--- config.mk ---
export PLATFORM = sky130hd
export DESIGN_NAME = adc_ref_clk_rate_ctrl
export DESIGN_NICKNAME = d
export VERILOG_FILES = /design/src/inc/adc_ctrl_pkg.sv /design/src/hw/mod_clock_divider.sv /design/src/hw/conversion_timer.sv /design/src/hw/adc_ref_clk_rate_ctrl.sv
export SDC_FILE = /design/constraint.sdc
export NUM_CORES = 1
export LEC_CHECK = 0
export BUFFER_PORTS_ARGS = -buffer_cell sky130_fd_sc_hd__buf_2
export CAP_MARGIN = 40
export CORE_MARGIN = 1
export CORE_UTILIZATION = 55
export CTS_CLUSTER_SIZE = 25
export DETAILED_ROUTE_END_ITERATION = 8
export GPL_TIMING_DRIVEN = 0
export PLACE_DENSITY = 0.76
export SYNTH_ARGS = -nofsm -noshare
export SYNTH_HDL_FRONTEND = slang
export SYNTH_SLANG_ARGS = --single-unit
--- constraint.sdc ---
create_clock -name clk_i -period 3.3 [get_ports clk_i]
set_input_delay 0.825 -clock clk_i [delete_from_list [all_inputs] [get_ports clk_i]]
set_output_delay 0.825 -clock clk_i [all_outputs]
set_load 0.01 [all_outputs]
--- src/inc/adc_ctrl_pkg.sv ---
// constants, register map and types for the reference, clock and rate control
package adc_ctrl_pkg;

	localparam logic [7:0]  ADDR_STATUS     = 8'h01;
	localparam logic [7:0]  ADDR_DATA_RATE  = 8'h04;
	localparam logic [7:0]  ADDR_REF_CTRL   = 8'h05;
	localparam logic [7:0]  ADDR_IRQ_STATUS = 8'h10;
	localparam logic [7:0]  ADDR_IRQ_MASK   = 8'h11;

	localparam int unsigned RATE_CODE_LSB   = 0;
	localparam int unsigned RATE_FILTER_BIT = 4;
	localparam int unsigned RATE_CLKSEL_BIT = 6;
	localparam int unsigned REF_CON_LSB     = 0;
	localparam int unsigned REF_SEL_LSB     = 2;
	localparam int unsigned REF_NBUF_BIT    = 4;
	localparam int unsigned REF_PBUF_BIT    = 5;

	localparam int unsigned ST_LOW0_BIT     = 0;
	localparam int unsigned ST_LOW1_BIT     = 1;
	localparam int unsigned ST_SETTLED_BIT  = 2;
	localparam int unsigned ST_BUSY_BIT     = 3;

	localparam int unsigned IRQ_CONV_BIT    = 0;
	localparam int unsigned IRQ_LOW0_BIT    = 1;
	localparam int unsigned IRQ_LOW1_BIT    = 2;
	localparam int unsigned IRQ_SETTLE_BIT  = 3;

	localparam logic [7:0]  DATA_RATE_RST   = 8'h14;
	localparam logic [7:0]  REF_CTRL_RST    = 8'h00;
	localparam logic [3:0]  IRQ_MASK_RST    = 4'h0;

	localparam logic [1:0]  REF_SRC_EXT0    = 2'h0;
	localparam logic [1:0]  REF_SRC_EXT1    = 2'h1;
	localparam logic [1:0]  REF_SRC_INT     = 2'h2;
	localparam logic [1:0]  REF_PWR_OFF     = 2'h0;
	localparam logic [1:0]  REF_PWR_ON_PD   = 2'h1;
	localparam logic [1:0]  REF_PWR_ON      = 2'h2;

	localparam logic [3:0]  MOD_DIV_LAST    = 4'hF;

	localparam int unsigned CLK_PERIOD_NS   = 10;
	localparam int unsigned REF_SETTLE_NS   = 4500000;
	localparam int unsigned REF_SETTLE_CYC  =
		(REF_SETTLE_NS + CLK_PERIOD_NS - 1) / CLK_PERIOD_NS;

	localparam logic [16:0] OSR_TABLE [16] = '{
		17'h19000, 17'h0C800, 17'h06400, 17'h03C00,
		17'h03200, 17'h01400, 17'h010A8, 17'h00A00,
		17'h00500, 17'h00280, 17'h00140, 17'h00100,
		17'h00080, 17'h00040, 17'h00040, 17'h00040
	};

	typedef enum logic [1:0] {
		CONV_IDLE = 2'b00,
		CONV_RUN  = 2'b01,
		CONV_DONE = 2'b11
	} conv_state_t;

endpackage

--- src/hw/mod_clock_divider.sv ---
// divides the selected system clock tick stream by sixteen
`timescale 1ns/10ps
module mod_clock_divider
	import adc_ctrl_pkg::*;
(
	input  wire logic clk_i,
	input  wire logic srst_i,
	input  wire logic ce_i,
	input  wire logic src_tick_i,
	output logic      mod_tick_o
);

	logic [3:0] div_q;
	logic       tick_q;

	always_ff @(posedge clk_i) begin
		if (srst_i) begin
			div_q  <= 4'h0;
			tick_q <= 1'b0;
		end else if (ce_i) begin
			tick_q <= src_tick_i && (div_q == MOD_DIV_LAST);
			if (src_tick_i) begin
				div_q <= div_q + 4'h1;
			end
		end
	end

	assign mod_tick_o = tick_q;

endmodule

--- src/hw/conversion_timer.sv ---
// counts modulator ticks per output word from the rate code
`timescale 1ns/10ps
module conversion_timer
	import adc_ctrl_pkg::*;
(
	input  wire logic        clk_i,
	input  wire logic        srst_i,
	input  wire logic        ce_i,
	input  wire logic        run_i,
	input  wire logic        restart_i,
	input  wire logic        mod_tick_i,
	input  wire logic [3:0]  rate_code_i,
	output logic [16:0]      osr_o,
	output logic             conv_done_o,
	output logic             busy_o
);

	conv_state_t state_q;
	logic [16:0] cnt_q;
	logic [16:0] osr_q;
	wire  [16:0] osr_sel = OSR_TABLE[rate_code_i];
	wire         last    = mod_tick_i && (cnt_q == osr_q - 17'h00001);

	always_ff @(posedge clk_i) begin
		if (srst_i) begin
			state_q <= CONV_IDLE;
			cnt_q   <= 17'h00000;
			osr_q   <= 17'h00040;
		end else if (ce_i) begin
			case (state_q)
				CONV_IDLE: begin
					cnt_q <= 17'h00000;
					osr_q <= osr_sel;
					// a rate write here is reloaded by one more idle cycle
					if (run_i && !restart_i) begin
						state_q <= CONV_RUN;
					end
				end
				CONV_RUN: begin
					if (!run_i || restart_i) begin
						state_q <= CONV_IDLE;
					end else if (last) begin
						state_q <= CONV_DONE;
					end else if (mod_tick_i) begin
						cnt_q <= cnt_q + 17'h00001;
					end
				end
				CONV_DONE: begin
					cnt_q   <= 17'h00000;
					osr_q   <= osr_sel;
					state_q <= (run_i && !restart_i) ? CONV_RUN : CONV_IDLE;
				end
				default: begin
					state_q <= CONV_IDLE;
				end
			endcase
		end
	end

	assign osr_o       = osr_q;
	assign conv_done_o = (state_q == CONV_DONE);
	assign busy_o      = (state_q == CONV_RUN);

endmodule

--- src/hw/adc_ref_clk_rate_ctrl.sv ---
// reference, clock source, filter and data-rate control with reference monitor
//
// Contract
// - reference source is internal or one of two external pairs, by 2-bit select.
// - after reset the select chooses external reference pair 0.
// - select value binary 10 routes the internal reference to conversions.
// - power field 10 keeps reference on; 01 on except in power-down.
// - after reset the internal reference is powered down.
// - buffer control bits are active low: 1 disables, 0 enables.
// - low or missing reference is checked each conversion, two status flags.
// - clock-select bit chooses internal oscillator or external clock input.
// - any reset, pin or command, returns clock source to internal oscillator.
// - modulator clock is the system clock divided by sixteen.
// - filter-type bit selects sinc or low-latency decimation filter.
// - modulator clocks per word are the same for both filter types.
// - codes 0000 to 0110 give ratios 102400 down to 4264.
// - codes 0111 to 1101 give ratios 2560 down to 64.
// - filter bit 0 selects low-latency filter, 1 selects sinc.
//
// Implementation choices: the placing of the registers and the strobed register port.
`timescale 1ns/10ps
module adc_ref_clk_rate_ctrl
	import adc_ctrl_pkg::*;
#(
	parameter int unsigned REF_SETTLE_CYCLES = REF_SETTLE_CYC
)
(
	input  wire logic        clk_i,
	input  wire logic        rst_b_i,
	input  wire logic        ce_i,
	input  wire logic        reset_cmd_i,
	input  wire logic [7:0]  reg_addr_i,
	input  wire logic [7:0]  reg_wdata_i,
	input  wire logic        reg_wr_i,
	input  wire logic        reg_rd_i,
	output logic      [7:0]  reg_rdata_o,
	input  wire logic        int_osc_tick_i,
	input  wire logic        ext_clk_i,
	input  wire logic        ref_low_cmp0_i,
	input  wire logic        ref_low_cmp1_i,
	input  wire logic        power_down_i,
	output logic      [1:0]  reference_source_select_o,
	output logic             internal_ref_enable_o,
	output logic             positive_ref_buffer_disable_n_o,
	output logic             negative_ref_buffer_disable_n_o,
	output logic             low_latency_filter_o,
	output logic             ext_clock_select_o,
	output logic             mod_tick_o,
	output logic             conv_done_o,
	output logic      [16:0] osr_o,
	output logic             ref_low_flag_0_o,
	output logic             ref_low_flag_1_o,
	output logic             ref_settled_o,
	output logic             irq_o
);

	// pin reset and reset command act alike except on the pin synchronisers and the external clock edge register
	wire srst = !rst_b_i || reset_cmd_i;

	// two-stage synchronisers for the asynchronous pins
	wire  [2:0] pin_raw = {ref_low_cmp1_i, ref_low_cmp0_i, ext_clk_i};
	logic [2:0] pin_s1_q;
	logic [2:0] pin_s2_q;

	genvar gi;
	generate
		for (gi = 0; gi < 3; gi++) begin : g_sync
			always_ff @(posedge clk_i) begin
				if (!rst_b_i) begin
					pin_s1_q[gi] <= 1'b0;
					pin_s2_q[gi] <= 1'b0;
				end else if (ce_i) begin
					pin_s1_q[gi] <= pin_raw[gi];
					pin_s2_q[gi] <= pin_s1_q[gi];
				end
			end
		end
	endgenerate

	wire ext_clk_s  = pin_s2_q[0];
	wire ref_low0_s = pin_s2_q[1];
	wire ref_low1_s = pin_s2_q[2];

	logic ext_clk_d1_q;

	always_ff @(posedge clk_i) begin
		if (!rst_b_i) begin
			ext_clk_d1_q <= 1'b0;
		end else if (ce_i) begin
			ext_clk_d1_q <= ext_clk_s;
		end
	end

	wire ext_clk_rise = ext_clk_s && !ext_clk_d1_q;

	// register file
	logic [7:0] data_rate_q;
	logic [7:0] ref_ctrl_q;
	logic [3:0] irq_mask_q;
	logic [3:0] irq_stat_q;
	logic [7:0] rdata_q;

	wire sel_status = (reg_addr_i == ADDR_STATUS);
	wire sel_rate   = (reg_addr_i == ADDR_DATA_RATE);
	wire sel_ref    = (reg_addr_i == ADDR_REF_CTRL);
	wire sel_istat  = (reg_addr_i == ADDR_IRQ_STATUS);
	wire sel_imask  = (reg_addr_i == ADDR_IRQ_MASK);

	wire wr_rate    = reg_wr_i && sel_rate;
	wire wr_ref     = reg_wr_i && sel_ref;
	wire wr_imask   = reg_wr_i && sel_imask;
	wire rd_istat   = reg_rd_i && sel_istat;

	always_ff @(posedge clk_i) begin
		if (srst) begin
			data_rate_q <= DATA_RATE_RST;
			ref_ctrl_q  <= REF_CTRL_RST;
			irq_mask_q  <= IRQ_MASK_RST;
		end else if (ce_i) begin
			if (wr_rate) begin
				data_rate_q <= reg_wdata_i;
			end
			if (wr_ref) begin
				ref_ctrl_q <= reg_wdata_i;
			end
			if (wr_imask) begin
				irq_mask_q <= reg_wdata_i[3:0];
			end
		end
	end

	// field decode
	wire [3:0] rate_code  = data_rate_q[RATE_CODE_LSB +: 4];
	wire       filter_bit = data_rate_q[RATE_FILTER_BIT];
	wire       clk_sel    = data_rate_q[RATE_CLKSEL_BIT];
	wire [1:0] ref_con    = ref_ctrl_q[REF_CON_LSB +: 2];
	wire [1:0] ref_sel    = ref_ctrl_q[REF_SEL_LSB +: 2];
	wire       nbuf_bit   = ref_ctrl_q[REF_NBUF_BIT];
	wire       pbuf_bit   = ref_ctrl_q[REF_PBUF_BIT];

	// internal reference power, honouring power-down for the 01 setting
	wire ref_on_d = (ref_con == REF_PWR_ON) ||
		((ref_con == REF_PWR_ON_PD) && !power_down_i);

	logic       ref_on_q;
	logic [1:0] ref_sel_q;
	logic       pbuf_q;
	logic       nbuf_q;
	logic       ll_filter_q;
	logic       ext_sel_q;

	always_ff @(posedge clk_i) begin
		if (srst) begin
			ref_on_q    <= 1'b0;
			ref_sel_q   <= REF_SRC_EXT0;
			pbuf_q      <= REF_CTRL_RST[REF_PBUF_BIT];
			nbuf_q      <= REF_CTRL_RST[REF_NBUF_BIT];
			ll_filter_q <= !DATA_RATE_RST[RATE_FILTER_BIT];
			ext_sel_q   <= 1'b0;
		end else if (ce_i) begin
			ref_on_q    <= ref_on_d;
			ref_sel_q   <= ref_sel;
			pbuf_q      <= pbuf_bit;
			nbuf_q      <= nbuf_bit;
			ll_filter_q <= !filter_bit;
			ext_sel_q   <= clk_sel;
		end
	end

	// system clock source selection feeding the modulator divider
	wire src_tick = ext_sel_q ? ext_clk_rise : int_osc_tick_i;
	wire mod_tick;

	mod_clock_divider u_div (
		.clk_i      (clk_i),
		.srst_i     (srst),
		.ce_i       (ce_i),
		.src_tick_i (src_tick),
		.mod_tick_o (mod_tick)
	);

	// conversions run while the device is not powered down
	wire        conv_done;
	wire        conv_busy;
	wire [16:0] osr;

	conversion_timer u_conv (
		.clk_i       (clk_i),
		.srst_i      (srst),
		.ce_i        (ce_i),
		.run_i       (!power_down_i),
		.restart_i   (wr_rate),
		.mod_tick_i  (mod_tick),
		.rate_code_i (rate_code),
		.osr_o       (osr),
		.conv_done_o (conv_done),
		.busy_o      (conv_busy)
	);

	// reference monitor: any low sample within a conversion sets its flag
	logic [1:0] low_seen_q;
	logic [1:0] ref_flag_q;
	wire  [1:0] low_now  = {ref_low1_s, ref_low0_s};
	wire  [1:0] low_acc  = low_seen_q | (conv_busy ? low_now : 2'b00);

	always_ff @(posedge clk_i) begin
		if (srst) begin
			low_seen_q <= 2'b00;
			ref_flag_q <= 2'b00;
		end else if (ce_i) begin
			if (conv_done) begin
				ref_flag_q <= low_acc;
				low_seen_q <= 2'b00;
			end else begin
				low_seen_q <= low_acc;
			end
		end
	end

	// internal reference start-up timer
	logic [18:0] settle_cnt_q;
	logic        settled_q;
	wire         settle_hit =
		(settle_cnt_q == 19'(REF_SETTLE_CYCLES - 1));

	always_ff @(posedge clk_i) begin
		if (srst) begin
			settle_cnt_q <= 19'h00000;
			settled_q    <= 1'b0;
		end else if (ce_i) begin
			if (!ref_on_q) begin
				settle_cnt_q <= 19'h00000;
				settled_q    <= 1'b0;
			end else if (!settled_q) begin
				settle_cnt_q <= settle_cnt_q + 19'h00001;
				settled_q    <= settle_hit;
			end
		end
	end

	// interrupt events, sticky until the interrupt status register is read
	logic       settled_d1_q;
	logic [1:0] ref_flag_d1_q;
	wire        settle_rise = settled_q && !settled_d1_q;
	wire  [1:0] flag_rise   = ref_flag_q & ~ref_flag_d1_q;
	wire  [3:0] irq_event   = {settle_rise, flag_rise[1], flag_rise[0], conv_done};

	always_ff @(posedge clk_i) begin
		if (srst) begin
			settled_d1_q  <= 1'b0;
			ref_flag_d1_q <= 2'b00;
			irq_stat_q    <= 4'h0;
		end else if (ce_i) begin
			settled_d1_q  <= settled_q;
			ref_flag_d1_q <= ref_flag_q;
			// a new event in the clearing cycle survives
			irq_stat_q    <= (rd_istat ? 4'h0 : irq_stat_q) | irq_event;
		end
	end

	logic irq_q;

	always_ff @(posedge clk_i) begin
		if (srst) begin
			irq_q <= 1'b0;
		end else if (ce_i) begin
			irq_q <= |(irq_stat_q & irq_mask_q);
		end
	end

	// read path: data valid only in the cycle after the strobe
	wire [7:0] status_val = {4'h0, conv_busy, settled_q, ref_flag_q};
	wire [7:0] rd_mux =
		sel_status ? status_val :
		sel_rate   ? data_rate_q :
		sel_ref    ? ref_ctrl_q :
		sel_istat  ? {4'h0, irq_stat_q} :
		sel_imask  ? {4'h0, irq_mask_q} :
		8'h00;

	always_ff @(posedge clk_i) begin
		if (srst) begin
			rdata_q <= 8'h00;
		end else if (ce_i) begin
			rdata_q <= reg_rd_i ? rd_mux : 8'h00;
		end
	end

	logic       mod_tick_q;
	logic       conv_done_q;
	logic [16:0] osr_q;

	always_ff @(posedge clk_i) begin
		if (srst) begin
			mod_tick_q  <= 1'b0;
			conv_done_q <= 1'b0;
			osr_q       <= 17'h00000;
		end else if (ce_i) begin
			mod_tick_q  <= mod_tick;
			conv_done_q <= conv_done;
			osr_q       <= osr;
		end
	end

	assign reg_rdata_o                     = rdata_q;
	assign reference_source_select_o       = ref_sel_q;
	assign internal_ref_enable_o           = ref_on_q;
	assign positive_ref_buffer_disable_n_o = pbuf_q;
	assign negative_ref_buffer_disable_n_o = nbuf_q;
	assign low_latency_filter_o            = ll_filter_q;
	assign ext_clock_select_o              = ext_sel_q;
	assign mod_tick_o                      = mod_tick_q;
	assign conv_done_o                     = conv_done_q;
	assign osr_o                           = osr_q;
	assign ref_low_flag_0_o                = ref_flag_q[0];
	assign ref_low_flag_1_o                = ref_flag_q[1];
	assign ref_settled_o                   = settled_q;
	assign irq_o                           = irq_q;

endmodule

==> results of run 1 <==
per-stage QoR:
step                      hold slack (ps)  cell area (sq um)  total power [uW]
final                               467.0               7030              3830
after global routing                473.5               7030              3928
after CTS                           463.4               7024              3834
after detailed placement            453.1               6356              1740
after global placement              443.8               6356              1735
after floorplan                     436.8               5886              1673
tightest hold or removal path: stages, from the launching register on:
cell and delay, ps:
dfxtp_1 310, nand2_1 50, a21oi_1 50
logic make-up after synthesis:
kind of cell               Yosys count
and+or+nand+nor                    279
DFF                                124
AOI/OAI and AO/OA                  120
buffers and inverters               57
muxes                               47
xor gates and xnor gates            38
adders and majority gates           13
other                                1
area by class of cell:
| type | count | area (sq um) | share of cell area [%] |
|---|---|---|---|
| plain buffers | 41 | 195.2 | 2.776 |
| well taps | 136 | 170.2 | 2.420 |
| inverters | 16 | 60.06 | 0.8542 |
| repair buffers | 60 | 300.3 | 4.271 |
| multi-input cells | 501 | 3154 | 44.87 |
| flip-flops and latches | 124 | 2482 | 35.31 |
| clock inverters | 14 | 240.2 | 3.417 |
| clock buffers | 18 | 427.9 | 6.086 |
path summary, 6_finish.rpt:
kind                     endpoint  slack, ps            start  depth (start not counted)
setup / recovery  u_conv.cnt_q[1]        190  u_conv.osr_o[5]                         13
hold / removal     data_rate_q[5]        470   data_rate_q[5]                          2
setup reg to reg  u_conv.cnt_q[1]        190  u_conv.osr_o[5]                         13
hold reg to reg    data_rate_q[5]        470   data_rate_q[5]                          2
power by group through the flow:
stage | clock (uW) | sequential, uW | combinational, uW
floorplan | 0 | 1550 | 123
global placement | 0 | 1550 | 183
detailed placement | 0 | 1550 | 187
CTS | 2120 | 1520 | 190
global route | 2200 | 1520 | 209
finish | 2120 | 1520 | 193
flip-flops by register name, indices dropped and copies added (netlist names), 3 cells and up:
signal / cells
u_conv.cnt_q: 17
ref_ctrl_q: 8
settle_cnt_q: 19
osr_o: 12
data_rate_q: 8
u_conv.osr_o: 12
u_div.div_q: 4
reg_rdata_o: 8
irq_mask_q: 4
irq_stat_q: 4
pin_s1_q: 3
metal layers:
metal  track usage, %  vias to the layer above
met5                0                        -
met4            11.47                        0
met3            7.112                       39
met2            48.83                      238
met1            35.74                     2526
li1                 -                     2554
cells in the mapped netlist, types with 14 or more instances:
cell        n  area, sq um
a22oi_1    18        135.1
clkbuf_1   25        93.84
a21oi_1    44        220.2
xor2_1     20        175.2
inv_1      15        56.30
xnor2_1    18        157.7
mux2i_1    47        470.5
dfxtp_1   124         2482
nor2_1    105        394.1
or4_1      14        105.1
nand3_1    29        145.1
nand2_1    59        221.5
what timing repair did:
action	in CTS	in global routing
gates resized for setup	0	1
hold endpoints to repair	0	0
hold buffers	0	0
endpoints found under the setup margin	0	17
==> flow_metrics.env, run 1 <==
export IMPL_layout_drive_gt1_share_pct=15.25
export IMPL_core_sq_um=10320
export IMPL_timing_hold_violations_final=0
export IMPL_syn_avg_cell_area_sq_um=8.652
export IMPL_grt_max_degree=17
export IMPL_cpMostUsedCell="buf_6"
export IMPL_routed_wl_met3_um=1175
export IMPL_wl_per_cell_um=16.90
export IMPL_cp_end_kind="flip-flop"
export IMPL_nets=801
export IMPL_grt_antenna_before_repair=0
export IMPL_p_leak_uw=0.002714
export IMPL_cp_cell_sequence="buf_2, inv_1, ha_1, nor4b_2, xnor2_1, a21o_1, o21ai_1, nand4_2, a22oi_4, buf_6, buf_6, mux2i_1, nor2_1"
export IMPL_critPathBufInv=4
export IMPL_synth_top_family_by_area="simple AND/OR/NAND/NOR gates"
export IMPL_slowest_delay_ps=440
export IMPL_fin_crit_sh_pct=94.12
export IMPL_synth_mux_area_share_pct=8.009
export IMPL_syn_cell_area_sq_um=5874
export IMPL_skew_ps=14.87
export IMPL_wl_um=15380
export IMPL_dieWidth_um=105.3
export IMPL_comb_power_share_pct=5.0
export IMPL_critPathArrivalTime_ps=3510
export IMPL_fin_tns_setup_ps=0
export IMPL_setup_viol=0
export IMPL_synth_xor_area_share_pct=5.666
export IMPL_fp_row_count=37
export IMPL_synth_edf_count=0
export IMPL_ys_ff_latch=124
export IMPL_p_int_uw=2983
export IMPL_cts_tree="yes"
export IMPL_postLayoutCoreUtil_pct=68.10
export IMPL_post_dp_hpwl_um=10750
export IMPL_post_cts_buffers=0
export IMPL_synthSimpleGateAreaFrac_pct=23.60
export IMPL_n_antenna_cell=0
export IMPL_path_class="flip-flop to flip-flop"
export IMPL_hp_class="flip-flop to flip-flop"
export IMPL_rsz0062_at_grt="no"
export IMPL_htree_levels=4
export IMPL_path_delay_family="buffers and inverters"
export IMPL_synth_ff_type="dfxtp_1"
export IMPL_pre_cts_ws_ps=127.5
export IMPL_grt_ovfl_total=0
export IMPL_drcViolationCount=0
export IMPL_grt_use_total_pct=29.07
export IMPL_io_pins=65
export IMPL_start_kind="flip-flop"
export IMPL_seq_area_frac_synth_pct=42.26
export IMPL_cp_max_fo=10
export IMPL_p_per_area_nw_per_um2=544.7
export IMPL_layout_commonest_cell="dfxtp_1"
export IMPL_slew_headroom_pct=41.87
export IMPL_cts_sinks=124
export IMPL_netlist_instances=679
export IMPL_via_per_inst=5.887
export IMPL_pwr_share_clk_pct=55.2
export IMPL_final_min_clock_period_ps=3106
export IMPL_ys_types=56
export IMPL_p_sw_share_pct=22.10
export IMPL_p_seq_share_pct=39.7
export IMPL_clock_path_buffers=2
export IMPL_synthAdderAreaFrac_pct=2.769
export IMPL_place_inst=878
export IMPL_drtAntennaViolNets=0
export IMPL_status="completed"
export IMPL_dr_wl_met2_um=7336
export IMPL_critical_path_required_ps=3710
export IMPL_fmax_mhz=322.0
export IMPL_grt_pass1_wl_um=25470
export IMPL_clock_latency_ps=530
export IMPL_yosysWarnings=0
export IMPL_die_h_um=105.3
export IMPL_cts_root_buffer="clkbuf_8"
export IMPL_irDropWorstVdd_uv=409.1
export IMPL_worst_slack_ps=194.0
export IMPL_final_cell_mix="124 x dfxtp_1, 105 x nor2_1, 66 x buf_2, 59 x nand2_1, 47 x mux2i_1"
export IMPL_m1WireLength_um=6459
export IMPL_cts_buffers=17
export IMPL_vias=5357
export IMPL_highest_layer="met4"
export IMPL_syn2layout_area_growth_pct=19.68
export IMPL_maxCapViolCount=0
export IMPL_firstDrtPassIters=9
export IMPL_first_global_vias=5308
export IMPL_clkTransAtPathRegs_ps=60
export IMPL_synthArstFlopShare_pct=0
export IMPL_worstMarginPinSlew_ps=871.9
export IMPL_fin_cells=910
export IMPL_slew_viol_final=0
export IMPL_die_area_sq_um=11100
export IMPL_slowest_stage="dfxtp_1"
export IMPL_port_buffer_count=60
export IMPL_synth_compound_area_share_pct=13.29
export IMPL_place_congestion=0.9262
export IMPL_drt_iter0_markers=389
export IMPL_fillCellCount=852
export IMPL_p_sw_uw=846.2
export IMPL_start_util_pct=56.90
Power figures use the tool's default switching activity.
==> run 2, diff against run 1 <==
--- a/config.mk
+++ b/config.mk
@@ -8,11 +8,11 @@
 export BUFFER_PORTS_ARGS = -buffer_cell sky130_fd_sc_hd__buf_2
 export CAP_MARGIN = 40
 export CORE_MARGIN = 1
-export CORE_UTILIZATION = 55
+export CORE_UTILIZATION = 45
 export CTS_CLUSTER_SIZE = 25
 export DETAILED_ROUTE_END_ITERATION = 8
 export GPL_TIMING_DRIVEN = 0
-export PLACE_DENSITY = 0.76
+export PLACE_DENSITY = 0.72
 export SYNTH_ARGS = -nofsm -noshare
 export SYNTH_HDL_FRONTEND = slang
 export SYNTH_SLANG_ARGS = --single-unit
==> constraint.sdc (replaced) <==
create_clock -name clk_i -period 3.85 [get_ports clk_i]
set_input_delay 0.9625 -clock clk_i [delete_from_list [all_inputs] [get_ports clk_i]]
set_output_delay 0.9625 -clock clk_i [all_outputs]
set_load 0.01 [all_outputs]
==> run 2 against run 1 <==
Effect of this change: worst hold slack got worse by 9.8 ps; power down 22%; critical path depth unchanged; highest routed layer unchanged; wire length fell by 2.6%; die area is 22% higher; clock skew is 8.3 ps lower.
==> flow_metrics.env, run 2 (synthesis results as in run 1) <==
export IMPL_post_dp_hpwl_um=10770
export IMPL_p_sw_uw=675.4
export IMPL_first_global_vias=4968
export IMPL_critPathArrivalTime_ps=3360
export IMPL_start_util_pct=46.36
export IMPL_hold_buffers=0
export IMPL_core_sq_um=12670
export IMPL_timing_hold_violations_final=0
export IMPL_firstDrtPassIters=6
export IMPL_grt_use_total_pct=23.49
export IMPL_cts_sinks=124
export IMPL_io_pins=65
export IMPL_comb_power_share_pct=5.5
export IMPL_port_buffer_count=60
export IMPL_maxCapViolCount=0
export IMPL_cp_end_kind="flip-flop"
export IMPL_top_register="settle_cnt_q"
export IMPL_fmax_mhz=326.8
export IMPL_start_kind="flip-flop"
export IMPL_wl_um=14980
export IMPL_postLayoutCoreUtil_pct=55.01
export IMPL_holdPathStages=2
export IMPL_cts_tree="yes"
export IMPL_critical_path_required_ps=4150
export IMPL_fin_tns_setup_ps=0
export IMPL_rsz0062_at_grt="no"
export IMPL_cts_repair_resized=0
export IMPL_hp_class="flip-flop to flip-flop"
export IMPL_via_per_inst=5.564
export IMPL_vias=5269
export IMPL_drtAntennaViolNets=0
export IMPL_slew_headroom_pct=37.74
export IMPL_fp_row_count=41
export IMPL_irDropWorstVdd_uv=335.7
export IMPL_worstMarginPinSlew_ps=921.4
export IMPL_final_cell_mix="124 x dfxtp_1, 105 x nor2_1, 66 x buf_2, 59 x nand2_1, 47 x mux2i_1"
export IMPL_n_antenna_cell=0
export IMPL_p_sw_share_pct=22.67
export IMPL_final_min_clock_period_ps=3060
export IMPL_clock_latency_ps=420
export IMPL_largest_reg_flops=19
export IMPL_fin_crit_sh_pct=79.48
export IMPL_cts_buffers=17
export IMPL_slew_viol_final=0
export IMPL_place_congestion=0.9317
export IMPL_cp_max_fo=10
export IMPL_htree_levels=4
export IMPL_wl_per_cell_um=15.81
export IMPL_setup_viol=0
export IMPL_status="completed"
export IMPL_nets=802
export IMPL_dieWidth_um=116.3
export IMPL_grt_ovfl_total=0
export IMPL_grt_max_degree=17
export IMPL_clock_path_buffers=2
export IMPL_p_per_area_nw_per_um2=427.4
export IMPL_clkTransAtPathRegs_ps=50
export IMPL_grt_antenna_before_repair=0
export IMPL_die_area_sq_um=13520
export IMPL_p_leak_uw=0.002669
export IMPL_p_int_uw=2304
export IMPL_layout_commonest_cell="dfxtp_1"
export IMPL_pwr_share_clk_pct=50.7
export IMPL_layout_drive_gt1_share_pct=14.71
export IMPL_reg2reg_depth=13
export IMPL_top_regs="settle_cnt_q (19), u_conv.cnt_q (17)"
export IMPL_grt_pass1_wl_um=24380
export IMPL_post_cts_buffers=0
export IMPL_p_seq_share_pct=43.8
export IMPL_cts_root_buffer="clkbuf_16"
export IMPL_path_class="flip-flop to flip-flop"
export IMPL_drcViolationCount=0
export IMPL_die_h_um=116.3
export IMPL_skew_ps=6.524
export IMPL_drt_iter0_markers=340
export IMPL_syn2layout_area_growth_pct=18.66
run 2: changes by cell type in the layout (fill, tap and decap cells not counted):
cell and delta:
bufinv_16 -5, clkbuf_1 +4, clkbuf_8 +2, clkinv_2 +2, clkinv_4 -2, buf_6 +1, clkbuf_16 +1, inv_6 -1
inv_8 -1, nor4_1 +1, nor4_2 -1
run 2: critical path, stage by stage (launching register included):
cell	delay [ps]
dfxtp_1	470
buf_2	330
inv_1	110
ha_1	330
xnor2_1	130
nor3_1	130
nand3_1	90
nor4_1	340
nand4_2	200
a22oi_4	250
buf_6	180
buf_6	150
mux2i_1	180
nor2_1	50
run 2: layout make-up:
type | count | area, sq um
plain buffers | 41 | 195.2
multi-input cells | 501 | 3148
flip-flops and latches | 124 | 2482
clock buffers | 25 | 495.5
repair buffers | 61 | 311.5
clock inverters | 7 | 62.56
inverters | 16 | 60.06
fillers | 1147 | 5700
well taps | 172 | 215.2
run 2: per-stage QoR:
stage | area (sq um) | power [uW] | hold slack, ps | worst slack (ps) | std cells
3_5_place_dp | 6412 | 1492 | 451.7 | 516.6 | 915
2_1_floorplan | 5886 | 1434 | 436.8 | 966.9 | 682
3_3_place_gp | 6401 | 1487 | 443.3 | 569.9 | 914
4_1_cts | 6970 | 2990 | 457.9 | 814.2 | 947
5_1_grt | 6970 | 3071 | 477.5 | 577.7 | 947
6_report | 6970 | 2979 | 457.2 | 790.0 | 947
run 2: layer usage:
layer  wire (um)  global-route usage (%)  vias up
met1        6575                   29.88     2493
met3        1008                   5.553       33
met2        7026                   37.32      190
met5           0                       0        -
li1            -                       -     2553
met4         365                   11.62        0
run 2: power by group through the flow:
stage          registers (uW)  logic, uW  clock network, uW
2_1_floorplan            1330        105                  0
3_3_place_gp             1330        156                  0
3_5_place_dp             1330        160                  0
4_1_cts                  1300        161               1530
5_1_grt                  1300        178               1590
6_report                 1300        164               1510
run 2: final timing paths:
| path | from | to | slack, ps |
|---|---|---|---|
| setup / recovery | u_conv.osr_o[5] | u_conv.cnt_q[1] | 790 |
| hold / removal | data_rate_q[7] | data_rate_q[7] | 460 |
| setup reg to reg | u_conv.osr_o[5] | u_conv.cnt_q[1] | 790 |
| hold reg to reg | data_rate_q[7] | data_rate_q[7] | 460 |
